`src/uhise_defines.svh`:
```
// register offsets, field positions, reset values for the event flag block
// assumes byte offsets relative to the controller's register base
`ifndef UHISE_DEFINES_SVH
`define UHISE_DEFINES_SVH

// ************************************************************
// register offsets
// ************************************************************
`define UHISE_OFS_EVENT_FLAGS 8'h0C
`define UHISE_OFS_SOURCE_ENABLES 8'h10

// ************************************************************
// field positions
// ************************************************************
`define UHISE_BIT_OVERRUN 0
`define UHISE_BIT_DONE_HEAD 1
`define UHISE_BIT_SOF 2
`define UHISE_BIT_RESUME 3
`define UHISE_BIT_UNRECOV 4
`define UHISE_BIT_FRAME_OVF 5
`define UHISE_BIT_ROOT_HUB 6
`define UHISE_BIT_OWNERSHIP 30
`define UHISE_BIT_MASTER 31
`define UHISE_FRAME_MSB 15

// ************************************************************
// masks and reset values
// ************************************************************
`define UHISE_FLAG_MASK 32'h4000007F
`define UHISE_ENABLE_MASK 32'hC000007F
`define UHISE_FLAGS_RESET 32'h00000000
`define UHISE_ENABLES_RESET 32'h00000000
`define UHISE_COUNT_RESET 2'h0
`define UHISE_COUNT_STEP 2'h1
`define UHISE_SMI_PRESENT 1'h1

`endif

```
`src/uhise_pkg.sv`:
```
// types shared by the event flag block
// assumes nothing beyond the defines header
package uhise_pkg;

  // ************************************************************
  // types
  // ************************************************************
  typedef logic [31:0] uhise_word_t;
  typedef logic [7:0] uhise_addr_t;
  typedef logic [1:0] uhise_count_t;

endpackage : uhise_pkg

```
`src/uhise_flag_bank.sv`:
```
// bank of sticky flags: hardware sets, writer clears, set wins
// assumes single clock, synchronous active-low reset plus soft reset
`timescale 1ns/1ps
module uhise_flag_bank (
  clk,
  rst_b,
  soft_clear,
  set_vec,
  clear_vec,
  flags
);
  input wire logic clk;
  input wire logic rst_b;
  input wire logic soft_clear;
  input wire uhise_pkg::uhise_word_t set_vec;
  input wire uhise_pkg::uhise_word_t clear_vec;
  output uhise_pkg::uhise_word_t flags;

  uhise_pkg::uhise_word_t flags_r;

  // ************************************************************
  // one sticky cell per bit
  // ************************************************************
  genvar gi;
  generate
    for (gi = 0; gi < 32; gi = gi + 1) begin : g_cell
      // a set in the clearing cycle is kept
      always_ff @(posedge clk) begin
        if (!rst_b || soft_clear) begin
          flags_r[gi] <= 1'h0;
        end else if (set_vec[gi]) begin
          flags_r[gi] <= 1'h1;
        end else if (clear_vec[gi]) begin
          flags_r[gi] <= 1'h0;
        end
      end
    end
  endgenerate

  assign flags = flags_r;

endmodule : uhise_flag_bank

```
`src/uhise_core.sv`:
```
// interrupt event flags and source enables of a usb host controller function
// assumes event inputs are one-cycle pulses synchronous to clk
// assumes a simple register port: strobes, byte offset, read data one cycle later
//
// Notes on behaviour
// - ownership request sets ownership flag bit 30
// - unmasked ownership event raises management interrupt
// - no management pin means ownership flag zero
// - root hub register change sets bit 6
// - frame msb toggle or copy update sets 5
// - system error sets unrecoverable flag bit 4
// - after system error halt schedule and signalling
// - device resume signalling start sets bit 3
// - software resume entry never sets resume flag
// - start of frame sets bit 2 with token
// - done head write-back sets bit 1
// - no new write-back until bit 1 cleared
// - schedule overrun after copy update sets bit 0
// - each overrun increments two-bit counter
// - irq needs flag, its enable, master enable
// - enables are write-one-to-set, readable
// - master enable bit 31 gates host irq only, not management interrupt
// - enables mirror flag positions, reset zero
// - flags write-one-to-clear, hardware never clears
// - counter resets zero, wraps, counts always
`timescale 1ns/1ps
`include "uhise_defines.svh"
module uhise_core (
  clk,
  rst_b,
  soft_reset,
  reg_wr_en,
  reg_rd_en,
  reg_addr,
  reg_wdata,
  reg_rdata,
  reg_rd_valid,
  ownership_change_request,
  root_hub_status_changed,
  frame_number_counter,
  frame_copy_updated,
  system_error,
  error_corrected,
  resume_signalling,
  sw_resume_entry,
  sof_token_issue,
  done_head_written,
  schedule_overrun,
  host_irq,
  system_management_irq_pin,
  processing_halted,
  done_head_write_allowed,
  overrun_count
);
  input wire logic clk;
  input wire logic rst_b;
  input wire logic soft_reset;
  input wire logic reg_wr_en;
  input wire logic reg_rd_en;
  input wire uhise_pkg::uhise_addr_t reg_addr;
  input wire uhise_pkg::uhise_word_t reg_wdata;
  output uhise_pkg::uhise_word_t reg_rdata;
  output logic reg_rd_valid;
  input wire logic ownership_change_request;
  input wire logic root_hub_status_changed;
  input wire logic [15:0] frame_number_counter;
  input wire logic frame_copy_updated;
  input wire logic system_error;
  input wire logic error_corrected;
  input wire logic resume_signalling;
  input wire logic sw_resume_entry;
  input wire logic sof_token_issue;
  input wire logic done_head_written;
  input wire logic schedule_overrun;
  output logic host_irq;
  output logic system_management_irq_pin;
  output logic processing_halted;
  output logic done_head_write_allowed;
  output uhise_pkg::uhise_count_t overrun_count;

  // ************************************************************
  // state
  // ************************************************************
  uhise_pkg::uhise_word_t enables_r;
  uhise_pkg::uhise_word_t flags;
  uhise_pkg::uhise_word_t set_vec;
  uhise_pkg::uhise_word_t clear_vec;
  uhise_pkg::uhise_word_t rdata_nxt;
  uhise_pkg::uhise_word_t reg_rdata_r;
  uhise_pkg::uhise_count_t overrun_count_r;
  logic reg_rd_valid_r;
  logic frame_msb_r;
  logic resume_prev_r;
  logic halted_r;
  logic host_irq_r;
  logic smi_r;
  logic write_allowed_r;
  logic wr_flags;
  logic wr_enables;
  logic rd_flags;
  logic rd_enables;
  logic any_reset;
  logic resume_rise;
  logic frame_toggle;

  // ************************************************************
  // register decode
  // ************************************************************
  assign any_reset = !rst_b || soft_reset;
  assign wr_flags = reg_wr_en && (reg_addr == `UHISE_OFS_EVENT_FLAGS);
  assign wr_enables = reg_wr_en && (reg_addr == `UHISE_OFS_SOURCE_ENABLES);
  assign rd_flags = reg_addr == `UHISE_OFS_EVENT_FLAGS;
  assign rd_enables = reg_addr == `UHISE_OFS_SOURCE_ENABLES;

  // ************************************************************
  // event detection
  // ************************************************************
  // remembered frame msb and resume level for change detection
  always_ff @(posedge clk) begin
    if (!rst_b) begin
      frame_msb_r <= 1'h0;
      resume_prev_r <= 1'h0;
    end else begin
      frame_msb_r <= frame_number_counter[`UHISE_FRAME_MSB];
      resume_prev_r <= resume_signalling;
    end
  end

  assign frame_toggle = frame_msb_r != frame_number_counter[`UHISE_FRAME_MSB];
  // only device-driven resume edges count, never software entry
  assign resume_rise = resume_signalling && !resume_prev_r && !sw_resume_entry;

  // set vector: one bit per event source
  always_comb begin
    set_vec = 32'h00000000;
    set_vec[`UHISE_BIT_OWNERSHIP] = ownership_change_request && `UHISE_SMI_PRESENT;
    set_vec[`UHISE_BIT_ROOT_HUB] = root_hub_status_changed;
    set_vec[`UHISE_BIT_FRAME_OVF] = frame_toggle || frame_copy_updated;
    set_vec[`UHISE_BIT_UNRECOV] = system_error;
    set_vec[`UHISE_BIT_RESUME] = resume_rise;
    set_vec[`UHISE_BIT_SOF] = sof_token_issue;
    set_vec[`UHISE_BIT_DONE_HEAD] = done_head_written;
    set_vec[`UHISE_BIT_OVERRUN] = schedule_overrun;
  end

  // ones written to the flag register clear, zeros do nothing
  always_comb begin
    clear_vec = 32'h00000000;
    if (wr_flags) begin
      clear_vec = reg_wdata & `UHISE_FLAG_MASK;
    end
  end

  // ************************************************************
  // sticky event flags
  // ************************************************************
  uhise_flag_bank u_flags (
    .clk(clk),
    .rst_b(rst_b),
    .soft_clear(soft_reset),
    .set_vec(set_vec & `UHISE_FLAG_MASK),
    .clear_vec(clear_vec),
    .flags(flags)
  );

  // ************************************************************
  // source enables
  // ************************************************************
  // ones written set enables, zeros leave them, reserved stay zero
  always_ff @(posedge clk) begin
    if (any_reset) begin
      enables_r <= `UHISE_ENABLES_RESET;
    end else if (wr_enables) begin
      enables_r <= enables_r | (reg_wdata & `UHISE_ENABLE_MASK);
    end
  end

  // ************************************************************
  // overrun counter
  // ************************************************************
  // counts every overrun whether or not its flag is already set
  always_ff @(posedge clk) begin
    if (any_reset) begin
      overrun_count_r <= `UHISE_COUNT_RESET;
    end else if (schedule_overrun) begin
      overrun_count_r <= overrun_count_r + `UHISE_COUNT_STEP;
    end
  end

  // ************************************************************
  // error halt
  // ************************************************************
  // processing stays stopped until the error is corrected or reset
  always_ff @(posedge clk) begin
    if (any_reset) begin
      halted_r <= 1'h0;
    end else if (system_error) begin
      halted_r <= 1'h1;
    end else if (error_corrected) begin
      halted_r <= 1'h0;
    end
  end

  // ************************************************************
  // done head write-back gate
  // ************************************************************
  // next write-back waits for the flag to be cleared by software
  always_ff @(posedge clk) begin
    if (any_reset) begin
      write_allowed_r <= 1'h1;
    end else begin
      write_allowed_r <= !(set_vec[`UHISE_BIT_DONE_HEAD]
        || (flags[`UHISE_BIT_DONE_HEAD] && !clear_vec[`UHISE_BIT_DONE_HEAD]));
    end
  end

  // ************************************************************
  // interrupt outputs
  // ************************************************************
  // level request while any enabled flag is set under master enable
  always_ff @(posedge clk) begin
    if (any_reset) begin
      host_irq_r <= 1'h0;
    end else begin
      host_irq_r <= enables_r[`UHISE_BIT_MASTER]
        && |(flags & enables_r & `UHISE_FLAG_MASK);
    end
  end

  // management interrupt follows the unmasked ownership flag
  always_ff @(posedge clk) begin
    if (any_reset) begin
      smi_r <= 1'h0;
    end else begin
      smi_r <= `UHISE_SMI_PRESENT && flags[`UHISE_BIT_OWNERSHIP]
        && enables_r[`UHISE_BIT_OWNERSHIP];
    end
  end

  // ************************************************************
  // register reads
  // ************************************************************
  // unmapped offsets read as zero
  always_comb begin
    rdata_nxt = 32'h00000000;
    if (rd_flags) begin
      rdata_nxt = flags;
    end else if (rd_enables) begin
      rdata_nxt = enables_r;
    end
  end

  // read data and its valid strobe one cycle after the request
  always_ff @(posedge clk) begin
    if (!rst_b) begin
      reg_rdata_r <= 32'h00000000;
      reg_rd_valid_r <= 1'h0;
    end else begin
      reg_rd_valid_r <= reg_rd_en;
      if (reg_rd_en) begin
        reg_rdata_r <= rdata_nxt;
      end
    end
  end

  assign reg_rdata = reg_rdata_r;
  assign reg_rd_valid = reg_rd_valid_r;
  assign host_irq = host_irq_r;
  assign system_management_irq_pin = smi_r;
  assign processing_halted = halted_r;
  assign done_head_write_allowed = write_allowed_r;
  assign overrun_count = overrun_count_r;

endmodule : uhise_core

```
`config.mk`:
```
export PLATFORM = sky130hd
export DESIGN_NAME = uhise_core
export DESIGN_NICKNAME = d
export VERILOG_FILES = /design/src/uhise_pkg.sv /design/src/uhise_flag_bank.sv /design/src/uhise_core.sv
export VERILOG_INCLUDE_DIRS = /design/src
export SDC_FILE = /design/constraint.sdc
export NUM_CORES = 1
export LEC_CHECK = 0
export BUFFER_PORTS_ARGS = -buffer_cell sky130_fd_sc_hd__buf_2
export CAP_MARGIN = 25
export CELL_PAD_IN_SITES_DETAIL_PLACEMENT = 1
export CELL_PAD_IN_SITES_GLOBAL_PLACEMENT = 2
export CORE_MARGIN = 2
export CORE_UTILIZATION = 22
export CTS_CLUSTER_SIZE = 14
export DETAILED_ROUTE_END_ITERATION = 6
export PLACE_DENSITY_LB_ADDON = 0.1
export SYNTH_ARGS = -nofsm -noshare
export SYNTH_HDL_FRONTEND = slang
export SYNTH_SLANG_ARGS = --single-unit
```
`constraint.sdc`:
```
create_clock -name clk -period 1.5 [get_ports clk]
set_clock_uncertainty 0.2 [all_clocks]
set_input_delay 0.075 -clock clk [delete_from_list [all_inputs] [get_ports clk]]
set_output_delay 0.075 -clock clk [all_outputs]
set_load 0.005 [all_outputs]
```
==> out/qor.txt, run 1 <==
Vias post-DR: 1545
Maxcap violations: 0
Area grow syn2layout: 38.8%
Root Driver: clkbuf_8
Worst path slowest cell: dlygate4sd3_1
Vias in the first global route: 1521
CP endpoint kind: flip-flop
Die Span Y: 90.5 um
Fin. max-slew vios: 0
Syn Inst Count: 183
# diodes: 0
Critical path class: in2reg
Outcome: completed
Type of origin of the critical path: input pin
Htree depth: 2
Most frequent CP cell: dlygate4sd3_1
Final wirelength: 5.06 mm
Sequential element share of the synthesized area: 0.426
Clock transition at the registers of the reported paths: 80 ps
Synth warnings: 0
Leakage: 0.957 nW
Filler cells: 889
DR pass1 iterations: 4
Gp weighted congestion: 0.689
Dpl ws: 108 ps
Cell chain of the critical path: dlygate4sd3_1, buf_2, and2_1, dlygate4sd3_1
CP Max Fanout: 2
Via density: 4.27
Port buffer count: 48
Hold_ws: 35.9 ps
Number of distinct library cells after synthesis: 32
Crit path DAT: 1400 ps
# DRC: 0
Rows: 31
Final worst path period need: 1420 ps
CTS tree: yes
Hold Vio Cnt, Final: 0
Total GRT Usage: 0.130
Post-synthesis register bit count: 35
Die width: 90.5 um
Core area: 7250 um2
Power per standard cell area: 822 nW/um2
Iteration-0 DRC Markers: 73
RSZ-0062 raised after global routing: false
Fin crit share: 0.944
Type of the tightest min-delay check: in2reg
Setup TNS Final: 0 ps
Final Setup Violations: 0
Die area: 8190 um2
Finished Cell Area: 2280 um2
Ports: 110
Post-Synthesis Cell Area: 1650 um2
Sink Count: 35
Worst-Skew Late Latency: 290 ps
Routed len/inst: 14.0 um
Average cell area after synthesis: 8.99 um2
Post-CTS Setup Bufs: 0
Most frequent cells in the layout: 48 x buf_2, 35 x dfxtp_1, 23 x conb_1, 23 x dlygate4sd3_1, 21 x o21ai_0
Final WS setup: 83.7 ps
Total grt overflow: 0
Critical path's largest stage delay: 540 ps
Post-route ant nets: 0
Maximum number of pins on one net before global-route repair: 19
Initial antenna violation count: 0
Maximum buffer depth of the clock tree: 2
Dpl hpwl: 3.49 mm
Commonest non-fill, non-tap cell in the layout: buf_2
Data required, critical path: 1480 ps
Placed instance area: 1970 um2
Post-cts sizing count: 0
Peak VDD IR: 0.265 mV
Total CTS buffers: 5
Fmax: 706 MHz
First-pass GRT wire length: 8.27 mm
Pwr Total: 1.88 mW
Initial Util: 0.227
Proportion of layout cells with a drive suffix above 1: 0.270
Fin nets: 333
-- synth_stat cells --
cell | n | share of area
a22oi_1 | 2 | 0.0091
buf_1 | 1 | 0.0023
and3_1 | 2 | 0.0076
buf_6 | 2 | 0.014
a22o_1 | 1 | 0.0053
o21ai_0 | 21 | 0.064
xor2_1 | 2 | 0.011
a311o_1 | 1 | 0.0061
inv_1 | 6 | 0.014
and2_1 | 11 | 0.042
nor4bb_2 | 1 | 0.0099
a41oi_1 | 9 | 0.048
a31oi_1 | 6 | 0.023
a32oi_1 | 8 | 0.043
nor3_1 | 1 | 0.0030
nand2b_1 | 2 | 0.0076
nor4b_4 | 1 | 0.014
conb_1 | 1 | 0.0023
buf_4 | 24 | 0.11
clkbuf_1 | 6 | 0.014
nand4b_1 | 1 | 0.0053
o21ai_1 | 1 | 0.0030
nor2_1 | 14 | 0.032
clkbuf_2 | 1 | 0.0030
a21oi_1 | 2 | 0.0061
a221oi_1 | 1 | 0.0053
nand2_1 | 13 | 0.030
dfxtp_1 | 35 | 0.43
a311oi_1 | 3 | 0.016
xnor2_1 | 1 | 0.0053
nor4_4 | 1 | 0.013
nor2b_1 | 2 | 0.0076
-- repair_timing --
item	4_1_cts	5_1_grt
endpoints found under the hold margin	25	0
setup endpoints to repair	0	1
hold buffers	24	0
-- sequential cells by signal (all words and copies together), names as in the netlist, 2 cells and up --
signal,cells
reg_rdata,9
enables_r,9
overrun_count,2
u_flags.flags,8
-- through the flow --
step	util	std cells
2_1_floorplan	-	205
3_3_place_gp	0.271	331
3_5_place_dp	0.271	331
4_1_cts	0.316	363
5_1_grt	0.315	362
6_report	0.315	362
-- layer usage --
metal / global-route usage / wire (um) / vias up / part of all wire
met5: 0 / 0 / - / 0
met4: 0.0385 / 63 / 0 / 0.012
met3: 0.0376 / 286 / 6 / 0.057
met2: 0.210 / 2320 / 48 / 0.46
met1: 0.169 / 2390 / 725 / 0.47
li1: - / - / 766 / -
-- kinds of logic after synthesis --
logic type / synth area share
buffers and inverters: 0.156
xor gates and xnor gates: 0.0160
DFF: 0.426
and+or+nand+nor: 0.172
AOI/OAI and AO/OA: 0.228
other: 0.00228
-- final timing paths --
path                             from          endpoint  slack [ps]  depth (start not counted)
max          frame_number_counter[15]       frame_msb_r          80                          4
min                        soft_reset  u_flags.flags[4]          40                          5
min reg2reg             reg_rdata[31]     reg_rdata[31]         240                          2
max reg2reg             enables_r[30]          host_irq         140                          3
-- critical path: cells and delay by family --
kind / cells / cell delay [ps]
AND/OR/NAND/NOR: 1 / 120
buffers and inverters: 3 / 1200
-- power breakdown --
part	internal [mW]	switching, mW	total (mW)
clock network	0.325	0.359	0.683
registers	0.948	0.0122	0.960
logic	0.119	0.115	0.234
-- final cells by class --
class | instances | area (um2) | share of cell area
sequential | 35 | 701 | 0.307
clock inverter | 2 | 12.5 | 0.00548
clock buffer | 6 | 72.6 | 0.0318
tap | 99 | 124 | 0.0542
timing repair buffer | 84 | 581 | 0.254
multi-input combinational | 130 | 771 | 0.338
inverter | 6 | 22.5 | 0.00986
(Power assumes the default switching activity.)
==> inputs of run 2 (changes only) <==
--- a/config.mk
+++ b/config.mk
@@ -11,10 +11,11 @@
 export CELL_PAD_IN_SITES_DETAIL_PLACEMENT = 1
 export CELL_PAD_IN_SITES_GLOBAL_PLACEMENT = 2
 export CORE_MARGIN = 2
-export CORE_UTILIZATION = 22
+export CORE_UTILIZATION = 31
 export CTS_CLUSTER_SIZE = 14
 export DETAILED_ROUTE_END_ITERATION = 6
 export PLACE_DENSITY_LB_ADDON = 0.1
 export SYNTH_ARGS = -nofsm -noshare
 export SYNTH_HDL_FRONTEND = slang
+export SYNTH_HIERARCHICAL = 1
 export SYNTH_SLANG_ARGS = --single-unit
==> out/qor.txt, run 2 <==
Fin crit share: 0.942 (-0.00257)
Peak VDD IR: 0.586 mV (+120%)
CTS tree: yes
Initial antenna violation count: 0 (unchanged)
# DRC: 0 (unchanged)
Worst-Skew Late Latency: 340 ps (+50 ps)
Clock transition at the registers of the reported paths: 60 ps (-20 ps)
Leakage: 1.87 nW (+95%)
Fin nets: 589 (+77%)
Rows: 38 (+23%)
Vias in the first global route: 3035 (+100%)
Fmax: 708 MHz (+0.27%)
Hold Vio Cnt, Final: 0 (unchanged)
RSZ-0062 raised after global routing: false
Die Span Y: 111 um (+22%)
Slew margin rel.: 0.558
Post-route ant nets: 0 (unchanged)
Core area: 10900 um2 (+51%)
Type of origin of the critical path: input pin
Sink Count: 82 (+130%)
Crit path DAT: 1450 ps (+50 ps)
Post-synth top area share: 0.467 (+0.0409)
Synth warnings: 6 (+6)
Total CTS buffers: 9 (+4)
Yosys top cell by area: dfxtp_1
Iteration-0 DRC Markers: 90 (+23%)
Worst path slowest cell: dlygate4sd3_1
Setup TNS Final: 0 ps (unchanged)
Count leader, synth: dfxtp_1
CP Max Fanout: 2 (unchanged)
Most common library cells after synthesis: 82 x dfxtp_1, 57 x nand2b_1, 35 x inv_1, 30 x a21oi_2, 24 x nand4_1
Vias post-DR: 2941 (+90%)
Maximum buffer depth of the clock tree: 2 (unchanged)
Total grt overflow: 0 (unchanged)
Maximum number of pins on one net before global-route repair: 30 (+11)
Power per standard cell area: 1020 nW/um2 (+24%)
DR pass1 iterations: 4 (unchanged)
CP bufs+invs: 3 (unchanged)
Htree depth: 3 (+1)
Filler cells: 1287 (+45%)
Die width: 111 um (+22%)
Critical path class: in2reg
Most frequent CP cell: dlygate4sd3_1
EDFF count, synth: 0 (unchanged)
Fin. max-slew vios: 0 (unchanged)
Commonest non-fill, non-tap cell in the layout: dfxtp_1
Worst Tran Pin Value: 662 ps
Final wirelength: 8.81 mm (+74%)
Type of the tightest min-delay check: in2reg
Total GRT Usage: 0.153 (+0.0226)
Via density: 4.44 (+3.9%)
Dpl hpwl: 6.26 mm (+79%)
Final Setup Violations: 0 (unchanged)
Routed len/inst: 13.3 um (-5.0%)
Ports: 110 (unchanged)
Number of distinct library cells after synthesis: 33 (+3.1%)
Post-synthesis register bit count: 82 (+130%)
Delay-heaviest family, CP: buffers and inverters
Final worst path period need: 1410 ps (-3.85 ps)
Top_reg_cell synth: dfxtp_1
Outcome: completed
Gp weighted congestion: 0.727 (+5.6%)
First-pass GRT wire length: 15.0 mm (+81%)
# diodes: 0 (unchanged)
Multi-input gate area: 1780 um2 (+130%)
Maxcap violations: 0 (unchanged)
Root Driver: clkbuf_16
Data required, critical path: 1540 ps (+60 ps)
Pwr Total: 4.82 mW (+160%)
Syn Inst Count: 379 (+110%)
Area grow syn2layout: 34.6%
Most area-consuming cells after synthesis: dfxtp_1 47%, nand2b_1 10%, a21oi_2 7.5%, a21boi_1 4.9%, nand4_1 4.3%
Critical path's largest stage delay: 570 ps (+30 ps)
Port buffer count: 71 (+48%)
Average cell area after synthesis: 9.28 um2 (+3.2%)
Post-Synthesis Cell Area: 3520 um2 (+110%)
Sequential element share of the synthesized area: 0.467 (+0.0409)
Ys async rst share: 0 (unchanged)
Proportion of layout cells with a drive suffix above 1: 0.262 (-0.00801)
Register area: 1640 um2 (+130%)
CP endpoint kind: flip-flop
Cell chain of the critical path: dlygate4sd3_1, buf_2, a21oi_1, dlygate4sd3_1, nor2_1
Die area: 12200 um2 (+49%)
Initial Util: 0.322 (+0.0948)
Most frequent cells in the layout: 82 x dfxtp_1, 71 x buf_2, 57 x nand2b_1
-- run 2: what timing repair did --
item / 4_1_cts / 5_1_grt
resized for setup: 0 / 0
endpoints found under the hold margin: 23 / 0
buffers inserted: 0 / 0
hold buffers: 20 / 0
-- run 2: worst paths after layout --
kind / from / endpoint / slack (ps) / depth (start not counted)
setup reg to reg: processing_halted / processing_halted / 150 / 3
hold reg to reg: reg_rdata[30] / reg_rdata[30] / 260 / 2
setup / recovery: system_error / processing_halted / 90 / 5
hold / removal: reg_wr_en / enables_r[31] / 20 / 4
-- run 2: final cells by class --
cell class                      count  share of cell area
Clock buffer                       10              0.0483
Clock inverter                      6              0.0122
Inverter                           35              0.0277
Multi-Input combinational cell    282               0.376
Sequential cell                    82               0.347
Tap cell                          140              0.0370
Timing Repair Buffer              108               0.152
-- run 2: power breakdown --
part,total [mW],internal [mW],leakage (nW),switching [mW]
clock network,2.18,1.28,0.142,0.901
logic,0.384,0.183,1.06,0.201
registers,2.25,2.23,0.667,0.0271
-- run 2: worst min-delay path, delay by kind of cell --
kind / cells / cell delay (ps)
compound gates: 1 / 60
simple gates: 1 / 70
buf+inv: 2 / 300
-- run 2: kinds of logic (layout without fill, tap and decap cells) --
kind of cell,count (synthesis),after routing,synth area share
other cells,1,48,0.00107
simple gates,134,134,0.234
xor+xnor,3,3,0.00747
flops,82,82,0.467
compound gates,97,97,0.209
buf+inv,62,159,0.0815
-- run 2: stage by stage --
| step | area (um2) | hold slack, ps | util | worst slack (ps) | cells |
|---|---|---|---|---|---|
| floorplan | 3690 | -7.57 | - | 178 | 426 |
| global placement | 4250 | 91.7 | 0.389 | -114 | 627 |
| detailed placement | 4250 | 94.8 | 0.389 | -136 | 627 |
| CTS | 4740 | 3.83 | 0.433 | 128 | 663 |
| global route | 4740 | 28.1 | 0.433 | 16.3 | 663 |
| finish | 4740 | 17.1 | 0.433 | 87.5 | 663 |
-- run 2: layer usage --
metal	global-route usage	up-vias	wire [um]
met5	0	-	0
met4	0.0525	0	137
met3	0.0395	11	339
met2	0.246	52	3950
met1	0.199	1353	4380
li1	-	1525	-
==> inputs of run 3 (changes only) <==
==> constraint.sdc (replaced) <==
create_clock -name clk -period 1.5 [get_ports clk]
set_clock_uncertainty 0.2 [all_clocks]
set_input_delay 0.075 -clock clk [delete_from_list [all_inputs] [get_ports clk]]
set_output_delay 0.075 -clock clk [all_outputs]
set_load 0.1 [all_outputs]
==> out/qor.txt, run 3 (synthesis gave the netlist of run 2 again) <==
Outcome: completed
Core Util, Final: 0.433 (about the same)
Finished Cell Area: 4740 um2 (about the same)
Most frequent cells in the layout: 80 x dfxtp_1, 71 x buf_2, 57 x nand2b_1
# DRC: 0 (unchanged)
Maximum number of pins on one net before global-route repair: 29 (-3.3%)
Leakage: 1.87 nW (about the same)
Cell chain of the critical path: buf_2
Worst path depth: 1 (-4)
Total GRT Usage: 0.158 (+0.00530)
Commonest non-fill, non-tap cell in the layout: dfxtp_1
Core area: 10900 um2 (unchanged)
Post-Place Cells: 630 (+0.48%)
Slew margin rel.: 0.593 (+0.0352)
Placed instance area: 4270 um2 (+0.59%)
Worst Tran Pin Value: 609 ps (-52.7 ps)
Crit path DAT: 1160 ps (-290 ps)
Post-route ant nets: 0 (unchanged)
CP Max Fanout: 3 (+1)
Vias in the first global route: 3079 (+1.4%)
Rows: 38 (unchanged)
Setup TNS Final: 0 ps (unchanged)
Via density: 4.48 (+0.89%)
Maximum buffer depth of the clock tree: 2 (unchanged)
CP endpoint kind: primary output
Die width: 111 um (unchanged)
# diodes: 0 (unchanged)
Hold path start: reg_rd_en
Type of origin of the critical path: flip-flop
Hold EP: reg_rdata[2]
Total CTS buffers: 9 (unchanged)
Area grow syn2layout: 34.7% (about the same)
Root Driver: clkbuf_16
DR pass1 iterations: 4 (unchanged)
Vias post-DR: 2976 (+1.2%)
Peak VDD IR: 0.584 mV (-0.44%)
Fin nets: 593 (+0.68%)
Reg2reg path depth: 3 (unchanged)
Met3 GRT Util: 0.0302 (-0.00933)
First-pass GRT wire length: 15.4 mm (+2.8%)
Total grt overflow: 0 (unchanged)
Fin. max-slew vios: 0 (unchanged)
Non-filler cells, final: 665 (+0.30%)
Clock transition at the registers of the reported paths: 60 ps (about the same)
Htree depth: 3 (unchanged)
Proportion of layout cells with a drive suffix above 1: 0.261 (-0.000998)
Iteration-0 DRC Markers: 87 (-3.3%)
Routed len/inst: 13.6 um (+2.5%)
Met1 global-route usage: 0.208 (+0.00841)
Gp weighted congestion: 0.757 (+4.1%)
Post-CTS Setup Bufs: 0 (unchanged)
Final Setup Violations: 0 (unchanged)
Die Span Y: 111 um (unchanged)
Fin crit share: 0.959 (+0.0172)
Hold Vio Cnt, Final: 0 (unchanged)
Maxcap violations: 0 (unchanged)
Final wirelength: 9.05 mm (+2.8%)
Sink Count: 82 (unchanged)
Ports: 110 (unchanged)
Dpl hpwl: 6.47 mm (+3.3%)
Dpl ws: -74.5 ps (+61.8 ps)
Data required, critical path: 1220 ps (-320 ps)
RR Endpoint: processing_halted
Fmax: 695 MHz (-1.8%)
Final worst path period need: 1440 ps (+25.7 ps)
Hold-fix buffers, CTS: 21 (+5.0%)
Hold_ws: 2.99 ps (-14.1 ps)
FF-to-FF Start: processing_halted
RSZ-0062 raised after global routing: false
CTS tree: yes
Pwr Total: 4.68 mW (-2.9%)
FF-to-FF setup slack: 190 ps (+40 ps)
Gr busiest metal: met2
Cells on Worst Hold Path: 4 (unchanged)
Critical path class: reg2out
Initial antenna violation count: 0 (unchanged)
Worst path slowest cell: buf_2
Final WS setup: 61.8 ps (-25.7 ps)
GR Layer Usage met2: 0.252 (+0.00573)
Worst-Skew Late Latency: 330 ps (about the same)
Power per standard cell area: 987 nW/um2 (-2.9%)
CP bufs+invs: 1 (-2)
Type of the tightest min-delay check: in2reg
Delay-heaviest family, CP: buffers and inverters
Port buffer count: 71 (unchanged)
Initial Util: 0.322 (unchanged)
Critical path's largest stage delay: 460 ps (-110 ps)
Post-cts sizing count: 0 (unchanged)
Die area: 12200 um2 (unchanged)
==> run 3: cell count changes in the layout (fill, tap and decap cells not counted), sizes merged <==
cell,change
clkinv,-4
bufinv,-1
clkbuf,+4
buf,+3
clkinvlp,-1
dlygate4sd3,+1
==> run 3: worst max-delay path by stage <==
stage	startpoint	end	slack, ps
floorplan	reg_rdata[0]	reg_rdata[0]	6
global placement	reg_addr[4]	reg_rdata[14]	-130
detailed placement	reg_addr[3]	reg_rdata[10]	-70
CTS	reg_rdata[1]	reg_rdata[1]	50
global route	system_error	processing_halted	20
finish	reg_rdata[1]	reg_rdata[1]	60
==> run 3: area by class of cell <==
cell class | count | area (um2)
Fill cell | 1312 | 6200
Tap cell | 140 | 175
Multi-Input combinational cell | 282 | 1780
Inverter | 35 | 131
Clock buffer | 14 | 254
Timing Repair Buffer | 112 | 753
Sequential cell | 82 | 1640
==> run 3: routing by layer <==
| metal | vias to the layer above | share of wire |
|---|---|---|
| met1 | 1391 | 0.49 |
| met4 | 0 | 0.020 |
| li1 | 1522 | - |
| met3 | 12 | 0.031 |
| met2 | 51 | 0.46 |
| met5 | - | 0 |
==> run 3: worst reg2reg max path, delay by kind of cell, from the launching register on <==
kind	cells	cell delay (ps)
AO/OA/AOI/OAI	1	100
AND/OR/NAND/NOR	1	40
flip-flops	1	310
buffers and inverters	1	560
==> run 3: power breakdown <==
part	switching, mW	total, mW	internal (mW)
combinational	0.247	0.435	0.188
clock	0.838	1.99	1.15
sequential	0.0273	2.25	2.23
total	1.11	4.68	3.57
